[src/rtl/pra_defines.vh]
/*
 * Constants for the page request auto-responder: field widths,
 * response codes, software command types and controller states.
 * Assumes inclusion by bare name from the rtl folder.
 */
`ifndef PRA_DEFINES_VH
`define PRA_DEFINES_VH

// field widths
`define PRA_SID_W 32
`define PRA_GRP_W 9
`define PRA_PASID_W 20
`define PRA_CODE_W 4

// group response codes
`define PRA_CODE_SUCCESS 4'h0
`define PRA_CODE_INVALID 4'h1
`define PRA_CODE_FAILURE 4'hf

// software response command types
`define PRA_CMD_SUCCESS 2'h0
`define PRA_CMD_INVALID 2'h1
`define PRA_CMD_FAILURE 2'h2

// controller states
`define PRA_ST_IDLE 2'h0
`define PRA_ST_WRITE 2'h1
`define PRA_ST_WAIT 2'h2

`endif

[src/rtl/pra_responder.v]
/*
 * Page request auto-responder: takes page requests and stop markers,
 * writes them to the page request queue or discards them with an
 * automatic group response, and forwards software response commands.
 * Assumes every input comes from logic on CLK (no synchronisers),
 * a stream table lookup result valid with the message, and one
 * queue write outstanding at a time.
 * Limitations: one response slot, so a slow response link throttles
 * message intake; a write withdrawn in the cycle that the memory side
 * accepts it still counts as withdrawn; overflow clears on a level
 * acknowledge rather than a flag toggle.
 * Stop markers that pass every check are written like page requests.
 */
`include "pra_defines.vh"
`default_nettype none

// Function
// RQ1: any external abort on queue access raises the queue abort error.
// RQ2: synchronous abort on entry write answers that request with 0b1111.
// RQ3: asynchronous abort on entry write sends no automatic response.
// RQ4: aborts from reads inside queue bounds count like write aborts.
// RQ5: requests from Secure streams are discarded and answered with 0b1111.
// RQ6: no queue writes while abort error is set or queue disabled.
// RQ7: disabled or abort state: every request discarded, answered 0b1111.
// RQ8: ATS check and per-stream ATS enable do not affect requests.
// RQ9: stop markers never produce any response.
// RQ10: automatic response keeps the stream identifier of its request.
// RQ11: automatic response keeps the group index of its request.
// RQ12: disabled or abort responses never carry a PASID prefix.
// RQ13: PASID only on overflow, substreams, pasid bits, non-failure, had PASID.
// RQ14: a response PASID equals the request PASID.
// RQ15: invalid-request command goes out with code 0b0001.
// RQ16: response-failure command goes out with code 0b1111.
// RQ17: overflow response succeeds without PASID, always-PASID, or entry ok.
// RQ18: overflow response fails on PASID, no always-PASID, no valid entry.
// RQ19: success is encoded as 0b0000.
// RQ20: during overflow, non-last requests are dropped without response.
// RQ21: a pending response is held until the outbound link takes it.
module pra_responder (
    input wire CLK,
    input wire SRST,
    input wire UNIT_ENABLE,
    input wire QUEUE_ENABLE,
    input wire SUBSTREAMS_SUPPORTED,
    input wire ALWAYS_PASID_ON_RESPONSE,
    input wire QUEUE_FULL,
    input wire OVERFLOW_ACK,
    input wire ABORT_CLEAR,
    input wire MSG_VALID,
    output reg MSG_READY,
    input wire MSG_IS_STOP,
    input wire MSG_SECURE,
    input wire MSG_LAST,
    input wire MSG_HAS_PASID,
    input wire [`PRA_PASID_W-1:0] MSG_PASID,
    input wire [`PRA_SID_W-1:0] MSG_SID,
    input wire [`PRA_GRP_W-1:0] MSG_GROUP,
    input wire STREAM_ENTRY_VALID,
    input wire STREAM_ENTRY_PASID_ON_RESPONSE,
    output reg WR_VALID,
    input wire WR_READY,
    output reg WR_IS_STOP,
    output reg WR_LAST,
    output reg WR_HAS_PASID,
    output reg [`PRA_PASID_W-1:0] WR_PASID,
    output reg [`PRA_SID_W-1:0] WR_SID,
    output reg [`PRA_GRP_W-1:0] WR_GROUP,
    input wire WR_DONE,
    input wire WR_ABORT_SYNC,
    input wire WR_ABORT_ASYNC,
    input wire RD_ABORT,
    input wire CMD_VALID,
    output reg CMD_READY,
    input wire [1:0] CMD_TYPE,
    input wire CMD_HAS_PASID,
    input wire [`PRA_PASID_W-1:0] CMD_PASID,
    input wire [`PRA_SID_W-1:0] CMD_SID,
    input wire [`PRA_GRP_W-1:0] CMD_GROUP,
    output reg RSP_VALID,
    input wire RSP_READY,
    output reg [`PRA_CODE_W-1:0] RSP_CODE,
    output reg RSP_HAS_PASID,
    output reg [`PRA_PASID_W-1:0] RSP_PASID,
    output reg [`PRA_SID_W-1:0] RSP_SID,
    output reg [`PRA_GRP_W-1:0] RSP_GROUP,
    output reg ABORT_ERROR,
    output reg OVERFLOW
);

////////////////////////////////////////////////////////////////////////
// helpers

// software command type to response code
// the reserved type answers success
function [`PRA_CODE_W-1:0] cmd_code;
    input [1:0] kind;
    begin
        case (kind)
            `PRA_CMD_INVALID: cmd_code = `PRA_CODE_INVALID; // RQ15
            `PRA_CMD_FAILURE: cmd_code = `PRA_CODE_FAILURE; // RQ16
            default: cmd_code = `PRA_CODE_SUCCESS; // RQ19
        endcase
    end
endfunction

// overflow response code
function [`PRA_CODE_W-1:0] ovf_code;
    input has_pasid;
    input always_pasid;
    input entry_valid;
    begin
        if (!has_pasid || always_pasid || entry_valid) begin
            ovf_code = `PRA_CODE_SUCCESS; // RQ17
        end else begin
            ovf_code = `PRA_CODE_FAILURE; // RQ18
        end
    end
endfunction

// queue effectively closed to new entries
function queue_shut;
    input abort;
    input unit_on;
    input queue_en;
    begin
        queue_shut = abort || !(unit_on && queue_en); // RQ6
    end
endfunction

// pasid prefix on an overflow response
function ovf_pasid;
    input substreams;
    input always_pasid;
    input entry_pasid;
    input [`PRA_CODE_W-1:0] code;
    input has_pasid;
    begin
        ovf_pasid = substreams && (always_pasid || entry_pasid) &&
            code != `PRA_CODE_FAILURE && has_pasid; // RQ13
    end
endfunction

////////////////////////////////////////////////////////////////////////
// state

reg [1:0] state;
reg [1:0] next_state;
reg next_msg_ready;
reg next_cmd_ready;
reg next_wr_valid;
reg next_rsp_valid;
reg next_abort;
reg next_overflow;
// decision results for the current cycle
reg set_abort;
reg set_overflow;
reg msg_fire;
reg cmd_take;
reg queue_on;
reg free_idle;
reg shut;
// load request for the single response slot
reg ld;
reg [`PRA_CODE_W-1:0] ld_code;
reg ld_has_pasid;
reg [`PRA_PASID_W-1:0] ld_pasid;
reg [`PRA_SID_W-1:0] ld_sid;
reg [`PRA_GRP_W-1:0] ld_group;
reg [`PRA_CODE_W-1:0] oc;

////////////////////////////////////////////////////////////////////////
// next-state logic

always @* begin
    next_state = state;
    next_wr_valid = WR_VALID;
    next_rsp_valid = RSP_VALID;
    set_abort = 1'b0;
    set_overflow = 1'b0;
    ld = 1'b0;
    ld_code = `PRA_CODE_FAILURE;
    ld_has_pasid = 1'b0;
    ld_pasid = MSG_PASID;
    ld_sid = MSG_SID;
    ld_group = MSG_GROUP;
    msg_fire = MSG_VALID && MSG_READY;
    cmd_take = CMD_VALID && CMD_READY;
    // ats settings have no input here at all
    queue_on = QUEUE_ENABLE && UNIT_ENABLE; // RQ8
    shut = queue_shut(ABORT_ERROR, UNIT_ENABLE, QUEUE_ENABLE);
    // overflow code is worked out every cycle, used only on overflow
    oc = ovf_code(MSG_HAS_PASID, ALWAYS_PASID_ON_RESPONSE,
        STREAM_ENTRY_VALID);

    if (RD_ABORT && queue_on) begin
        set_abort = 1'b1; // RQ4
    end
    // any write abort counts, even one for a withdrawn write
    if (WR_DONE && (WR_ABORT_SYNC || WR_ABORT_ASYNC)) begin
        set_abort = 1'b1; // RQ1
    end
    // hold the response until the link takes it
    if (RSP_VALID && RSP_READY) begin
        next_rsp_valid = 1'b0; // RQ21
    end

    case (state)
        `PRA_ST_IDLE: begin
            // refusal beats overflow, overflow beats a queue write
            if (msg_fire) begin
                if (MSG_SECURE || shut) begin
                    if (!MSG_IS_STOP) begin
                        ld = 1'b1; // RQ5
                        ld_code = `PRA_CODE_FAILURE; // RQ7
                        ld_has_pasid = 1'b0; // RQ12
                    end
                end else if (OVERFLOW || QUEUE_FULL) begin
                    set_overflow = 1'b1;
                    if (!MSG_IS_STOP && MSG_LAST) begin // RQ20
                        ld = 1'b1;
                        ld_code = oc;
                        ld_has_pasid = ovf_pasid(SUBSTREAMS_SUPPORTED,
                            ALWAYS_PASID_ON_RESPONSE,
                            STREAM_ENTRY_PASID_ON_RESPONSE, oc,
                            MSG_HAS_PASID); // RQ13
                    end
                end else begin
                    next_state = `PRA_ST_WRITE;
                    next_wr_valid = 1'b1;
                end
            end else if (cmd_take) begin
                // software commands skip every queue check
                ld = 1'b1;
                ld_code = cmd_code(CMD_TYPE);
                ld_has_pasid = CMD_HAS_PASID;
                ld_pasid = CMD_PASID;
                ld_sid = CMD_SID;
                ld_group = CMD_GROUP;
            end
        end
        `PRA_ST_WRITE: begin
            // withdraw an unissued write once the queue shuts
            if (shut) begin
                next_wr_valid = 1'b0; // RQ6
                next_state = `PRA_ST_IDLE;
                ld = !WR_IS_STOP; // RQ9
                ld_pasid = WR_PASID;
                ld_sid = WR_SID;
                ld_group = WR_GROUP;
            end else if (WR_READY) begin
                next_wr_valid = 1'b0;
                next_state = `PRA_ST_WAIT;
            end
        end
        `PRA_ST_WAIT: begin
            if (WR_DONE) begin
                next_state = `PRA_ST_IDLE;
                // both abort kinds together count as asynchronous
                // async abort leaves no response behind
                if (WR_ABORT_SYNC && !WR_ABORT_ASYNC) begin // RQ3
                    ld = !WR_IS_STOP; // RQ2
                    ld_pasid = WR_PASID;
                    ld_sid = WR_SID;
                    ld_group = WR_GROUP;
                end
            end
        end
        default: begin
            next_state = `PRA_ST_IDLE;
            next_wr_valid = 1'b0;
        end
    endcase

    // a load always fills the slot; the ready rule keeps it empty first
    if (ld) begin
        next_rsp_valid = 1'b1;
    end
    // set wins over clear on both flags
    next_abort = set_abort || (ABORT_ERROR && !ABORT_CLEAR);
    next_overflow = set_overflow || (OVERFLOW && !OVERFLOW_ACK);

    // a gap cycle after each take keeps the slot single-loaded
    free_idle = next_state == `PRA_ST_IDLE && !next_rsp_valid &&
        !msg_fire && !cmd_take;
    // commands win the slot over messages when both wait
    next_cmd_ready = free_idle && CMD_VALID;
    next_msg_ready = free_idle && !next_cmd_ready;
end

////////////////////////////////////////////////////////////////////////
// registers

always @(posedge CLK) begin
    if (SRST) begin
        state <= `PRA_ST_IDLE;
        MSG_READY <= 1'b0;
        CMD_READY <= 1'b0;
        WR_VALID <= 1'b0;
        WR_IS_STOP <= 1'b0;
        WR_LAST <= 1'b0;
        WR_HAS_PASID <= 1'b0;
        WR_PASID <= {`PRA_PASID_W{1'b0}};
        WR_SID <= {`PRA_SID_W{1'b0}};
        WR_GROUP <= {`PRA_GRP_W{1'b0}};
        RSP_VALID <= 1'b0;
        RSP_CODE <= `PRA_CODE_SUCCESS;
        RSP_HAS_PASID <= 1'b0;
        RSP_PASID <= {`PRA_PASID_W{1'b0}};
        RSP_SID <= {`PRA_SID_W{1'b0}};
        RSP_GROUP <= {`PRA_GRP_W{1'b0}};
        ABORT_ERROR <= 1'b0;
        OVERFLOW <= 1'b0;
    end else begin
        state <= next_state;
        MSG_READY <= next_msg_ready;
        CMD_READY <= next_cmd_ready;
        WR_VALID <= next_wr_valid;
        RSP_VALID <= next_rsp_valid;
        ABORT_ERROR <= next_abort;
        OVERFLOW <= next_overflow;
        // the write record doubles as the held request
        if (msg_fire) begin
            WR_IS_STOP <= MSG_IS_STOP;
            WR_LAST <= MSG_LAST;
            WR_HAS_PASID <= MSG_HAS_PASID;
            WR_PASID <= MSG_PASID;
            WR_SID <= MSG_SID;
            WR_GROUP <= MSG_GROUP;
        end
        // response fields move only on a load, so they stand while valid
        if (ld) begin
            RSP_CODE <= ld_code;
            RSP_HAS_PASID <= ld_has_pasid;
            RSP_PASID <= ld_pasid; // RQ14
            RSP_SID <= ld_sid; // RQ10
            RSP_GROUP <= ld_group; // RQ11
        end
    end
end

endmodule // pra_responder

`default_nettype wire

[config.mk]
export PLATFORM = sky130hd
export DESIGN_NAME = pra_responder
export DESIGN_NICKNAME = d
export VERILOG_FILES = /design/src/rtl/pra_responder.v
export VERILOG_INCLUDE_DIRS = /design/src /design/src/rtl
export SDC_FILE = /design/constraint.sdc
export NUM_CORES = 1
export LEC_CHECK = 0
export BUFFER_PORTS_ARGS = -buffer_cell sky130_fd_sc_hd__buf_2
export CORE_MARGIN = 5
export CORE_UTILIZATION = 47
export DETAILED_ROUTE_END_ITERATION = 10
export PLACE_DENSITY = 0.8
export SLEW_MARGIN = 15
export SYNTH_ARGS = -nofsm -noshare
export SYNTH_HDL_FRONTEND = slang
export SYNTH_SLANG_ARGS = --single-unit
[constraint.sdc]
create_clock -name CLK -period 2.5 [get_ports CLK]
set_input_delay 0.125 -clock CLK [delete_from_list [all_inputs] [get_ports CLK]]
set_output_delay 0.125 -clock CLK [all_outputs]
set_load 0.02 [all_outputs]
==> results.cfg, run 1 <==
[grt]
track_usage = 0.300
grt_pass1_vias = 7076
grt_pass1_wl_mm = 36.2
grt_max_degree = 100
grt_overflow = 0
antenna_found_initial = 0

[place]
dpl.cell_count = 1110
routabilityCongestion = 0.841
preCtsSetupSlack_ns = 0.376
numPortBuffers = 283
hpwl_mm = 15.1

[sta]
rsz0062_at_grt = false
timing.final.crit_share = 0.867
slew_viol_final = 0
layout_setup_ws_ns = 0.334
hold_violations = 0
tns_ns = 0
setup_viol = 0
worst_slew_pin_slew_ns = 0.748
maxSlewHeadroom = 0.502
period_needed_ns = 2.17
clock.fmax_mhz = 462
finalClockSkew_ns = 0.00745

[clock_network]
clock_path_buffers = 2
cts-resized-gates = 0
numCtsBuffers = 17
root_buffer = clkbuf_16
clk_pin_slew_ns = 0.06
clock_latency_ns = 0.41
tritoncts = built
ctsHtreeMaxLevel = 4
clock_sinks = 136

[layout]
drive_above_1_share = 0.335
fin_nets = 1175
multi_input_area_um2 = 3030
mostFrequentLayoutCell = buf_2
register_area_um2 = 2720
fillers = 997
syn_to_final_growth_pct = 44.8
fin_cells = 1211
final_util = 0.698
final_cell_mix = 282 x buf_2, 136 x dfxtp_1, 134 x nand2_1
n_antenna_cell = 0

[floorplan]
fp.dieH_um = 124
num_rows = 41
start_util = 0.482
io_pins = 284
core-area_um2 = 12700
die_area_um2 = 15400
die_x_um = 124

[logic_synthesis]
synth-seq-cells = 136
yosysTopAreaCellShare = 0.446
yosysTopAreaCell = dfxtp_1
syn_area_per_cell_um2 = 8.53
synth_cell_type_count = 40
synth_cells = 716
synth_nets = 865
ys_warn_count = 0
synth_top_flop_cell = dfxtp_1
ys_top_cells_by_area = dfxtp_1 45%, a311oi_1 8.7%, nand2_1 8.4%
synth_edf_count = 0
async_flop_share = 0
synthesis.area_um2 = 6110
seq_area_frac_synth = 0.446

[power]
peakVddDrop_v = 0.000384
p_total_mw = 5.83
powerDensity_nw_per_um2 = 659
p_leak_nw = 3.78

[detailed_routing]
dr.first_iter.drc_count = 656
drt.antenna.violating_nets = 0
post-route-drc-count = 0
wirelength_mm = 23.7
vias = 7194
drt_pass1_iterations = 5
drt-vias-per-instance = 5.94
wl_per_cell_um = 19.6

[critical_path]
worstReg2RegStart = state[0]
cpPeakStageDelay_ns = 0.51
rr_worst_depth = 5
path_max_fanout = 42
crit_type = flip-flop to flip-flop
end_kind = flip-flop
crit_slowest_cell = or3b_2
timing.critical_path.cells = or3b_2, o32ai_4, buf_4, a211oi_1, a311oi_1
r2r_slack_ns = 0.33
critPathArrivalTime_ns = 2.48
r2r_end = RSP_PASID[9]
cp-start-kind = flip-flop
crit_required_ns = 2.81

[status]
outcome = finished, final reports clean

[worst_hold_path]
whs_endpoint = WR_IS_STOP
hold_start = MSG_IS_STOP
min-delay-path-class = input port to flip-flop
min_path_cells = 3

[flow_run]
drv_cap = 0
worst max-delay path by stage:
stage	start	to	depth (start not counted)
6_report	state[0]	RSP_PASID[9]	5
3_5_place_dp	state[0]	RSP_GROUP[6]	5
2_1_floorplan	CMD_READY	RSP_GROUP[0]	6
3_3_place_gp	state[1]	RSP_GROUP[7]	5
4_1_cts	state[0]	RSP_SID[8]	5
5_1_grt	state[1]	RSP_GROUP[7]	5
cells in the mapped netlist, types with 2 or more instances:
master,count
a311oi_1,61
dfxtp_1,136
nor4b_1,2
clkbuf_1,51
and2_1,2
buf_4,12
inv_1,2
a31oi_1,2
a21oi_1,68
a211oi_1,63
nor2b_1,2
nand2_1,136
o211a_1,2
o21ai_0,3
nand3b_1,2
buf_1,2
nand3_1,62
buf_2,19
nand2b_1,3
a22oi_1,62
nor2_1,5
flip-flops by register name, summed over array words and instances (netlist names):
name,cells
WR_SID,32
WR_GROUP,9
WR_LAST,1
state,2
RSP_SID,32
WR_PASID,20
WR_IS_STOP,1
ABORT_ERROR,1
RSP_VALID,1
RSP_HAS_PASID,1
MSG_READY,1
WR_HAS_PASID,1
WR_VALID,1
OVERFLOW,1
RSP_PASID,20
RSP_GROUP,9
RSP_CODE,2
CMD_READY,1
power by group:
part	internal, mW	leakage [nW]	switching [mW]	total, mW
clock	1.46	0.276	0.916	2.38
combinational	0.441	2.39	0.618	1.06
sequential	2.31	1.11	0.0851	2.39
total	4.21	3.78	1.62	5.83
per-layer routing:
metal / track usage / part of all wire
met5: 0 / 0
met4: 0.151 / 0.039
met3: 0.0763 / 0.10
met2: 0.497 / 0.48
met1: 0.361 / 0.38
worst max-delay path: cells and delay by family, from the launching register on:
family	cells	cell delay, ns
buffers and inverters	1	0.50
flip-flops	1	0.49
AND/OR/NAND/NOR	1	0.51
AO/OA/AOI/OAI	3	0.55
kinds of logic after synthesis:
family / after synthesis / share of synthesized area
AO/OA/AOI/OAI: 272 / 0.328
adder cells (fa/ha/maj): 1 / 0.00205
buffers and inverters: 86 / 0.0641
flip-flops: 136 / 0.446
AND/OR/NAND/NOR: 221 / 0.160
metrics by stage:
stage	hold WS, ns	cell area, um^2
final	0.0259	8850
after global placement	0.359	7590
after floorplan	0.202	6110
after CTS	0.00191	8850
after detailed placement	0.359	7590
after global routing	0.0161	8850
final cells by class:
cell class,count,share of cell area
repair buffers,375,0.261
multi-input cells,494,0.343
flip-flops and latches,136,0.308
clock buffers,24,0.0556
inverters,2,0.000849
clock inverters,8,0.00792
well taps,172,0.0243
what timing repair did:
action / in CTS / in global routing
setup endpoints to repair: 0 / 0
setup buffers: 0 / 0
hold buffers: 69 / 0
hold endpoints to repair: 97 / 0
Power figures use the tool's default switching activity.
==> inputs of run 2 (changes only) <==
CORE_UTILIZATION = 51   (was 47)
PLACE_DENSITY = 0.86   (was 0.8)
RECOVER_POWER = 50   (was default)
clock period = 2.65 ns   (was 2.5 ns; I/O delays follow)
==> run 2 against run 1 <==
Compared with the run above:
- combinational power shrank 8%
- sequential power fell by 5%
- via count up 3.3%
- cell area down 2.7%
- clock-buffer cell count unchanged
- critical path depth stayed put
- critical endpoint is now RSP_SID[9]
- global-route usage rose by 2.1 points
- cell count down 2.4%
- utilization up 2.8 points
==> results.cfg, run 2 (synthesized netlist as in run 1, its figures left out) <==
[critical_path]
path_max_fanout = 21
crit_required_ns = 2.96
worstReg2RegStart = state[0]
timing.critical_path.cells = nand2b_1, a2bb2oi_4, buf_4, nand3_1, a311oi_1
crit_slowest_cell = dfxtp_1
cp-start-kind = flip-flop
timing.critical_path.from = state[0]
crit_type = flip-flop to flip-flop
cpPeakStageDelay_ns = 0.50
end_kind = flip-flop
critPathArrivalTime_ns = 2.44

[detailed_routing]
drt_pass1_iterations = 6
drt.antenna.violating_nets = 0
wl_per_cell_um = 20.3
wirelength_mm = 24.0
post-route-drc-count = 0
dr.first_iter.drc_count = 1170
drt-vias-per-instance = 6.29
vias = 7432

[sta]
timing.final.crit_share = 0.803
tns_ns = 0
rsz0062_at_grt = false
setup_viol = 0
finalClockSkew_ns = 0.00555
maxSlewHeadroom = 0.474
worst_slew_pin_slew_ns = 0.790
period_needed_ns = 2.13
hold_violations = 0
clock.fmax_mhz = 470
slew_viol_final = 0
layout_setup_ws_ns = 0.521

[clock_network]
clock_path_buffers = 2
ctsHtreeMaxLevel = 4
clk_pin_slew_ns = 0.05
post_cts_buffers = 0
root_buffer = clkbuf_16
tritoncts = built
numCtsBuffers = 17
clock_latency_ns = 0.42
cts-resized-gates = 0
clock_sinks = 136

[grt]
antenna_found_initial = 2
grt_pass1_vias = 7131
grt_pass1_wl_mm = 37.1
grt_overflow = 0
grt_max_degree = 69
track_usage = 0.321

[floorplan]
io_pins = 284
die_x_um = 119
num_rows = 40
fp.dieH_um = 119
start_util = 0.515
die_area_um2 = 14300
core-area_um2 = 11900

[place]
routabilityCongestion = 0.843
hpwl_mm = 15.0
preCtsSetupSlack_ns = 0.577
numPortBuffers = 283

[layout]
mostFrequentLayoutCell = buf_2
fin_nets = 1174
final_cell_mix = 147 x buf_2, 140 x clkbuf_1, 136 x dfxtp_1
reg_top3 = RSP_SID: 32 flops, WR_SID: 32 flops
n_antenna_cell = 0
syn_to_final_growth_pct = 40.9
drive_above_1_share = 0.200

[worst_hold_path]
min-delay-path-class = input port to flip-flop
hold_start = MSG_IS_STOP

[flow_run]
drv_cap = 0

[power]
p_total_mw = 5.28
p_leak_nw = 3.20
peakVddDrop_v = 0.000419
powerDensity_nw_per_um2 = 613

[status]
outcome = finished, final reports clean
==> run 2: cell count changes in the layout (fill, tap and decap cells not counted), sizes merged <==
cell / previous run / this run
clkinvlp: 2 / 0
buf: 306 / 170
clkbuf: 24 / 159
bufinv: 1 / 0
==> run 2: cell type report <==
cell class,instances,area (um^2)
Fill cell,975,3250
Multi-Input combinational cell,494,3030
Sequential cell,136,2720
Timing Repair Buffer,374,2170
Clock buffer,24,472
Tap cell,147,184
Clock inverter,5,25.0
Inverter,2,7.51
==> run 2: layer usage <==
metal | GRT usage | up-vias | routed length (um)
li1 | - | 3331 | -
met2 | 0.534 | 581 | 11700
met3 | 0.109 | 100 | 2820
met1 | 0.373 | 3416 | 8660
met4 | 0.145 | 4 | 889
met5 | 0 | - | 21
==> run 2: what timing repair did <==
action                                 CTS  global route
hold buffers                            69             0
setup endpoints to repair                0             0
endpoints found under the hold margin   92             0
==> run 2: stage by stage <==
step | hold WS, ns | instance area [um^2] | utilization | instances
2_1_floorplan | 0.209 | 6110 | - | 716
3_3_place_gp | 0.366 | 7590 | 0.640 | 1084
3_5_place_dp | 0.366 | 7590 | 0.640 | 1084
4_1_cts | 0.0105 | 8780 | 0.740 | 1182
5_1_grt | 0.0294 | 8610 | 0.726 | 1182
6_report | 0.0351 | 8610 | 0.726 | 1182
==> run 2: worst max-delay path: cells and delay by family, from the launching register on <==
family	cells	cell delay [ns]
flip-flops	1	0.50
AND/OR/NAND/NOR	2	0.47
buffers and inverters	1	0.34
AO/OA/AOI/OAI	2	0.70
==> run 2: path summary, 6_finish.rpt <==
path         cells after the start  slack (ns)          to
max                              5        0.52  RSP_SID[9]
min                              3        0.04  WR_IS_STOP
max reg2reg                      5        0.52  RSP_SID[9]
min reg2reg                      2        0.45     WR_LAST
==> run 2: power breakdown <==
part	leakage [nW]	total (mW)	switching (mW)	internal, mW
clock	0.249	2.05	0.830	1.22
combinational	1.84	0.974	0.594	0.381
sequential	1.11	2.26	0.0831	2.18
total	3.20	5.28	1.51	3.77
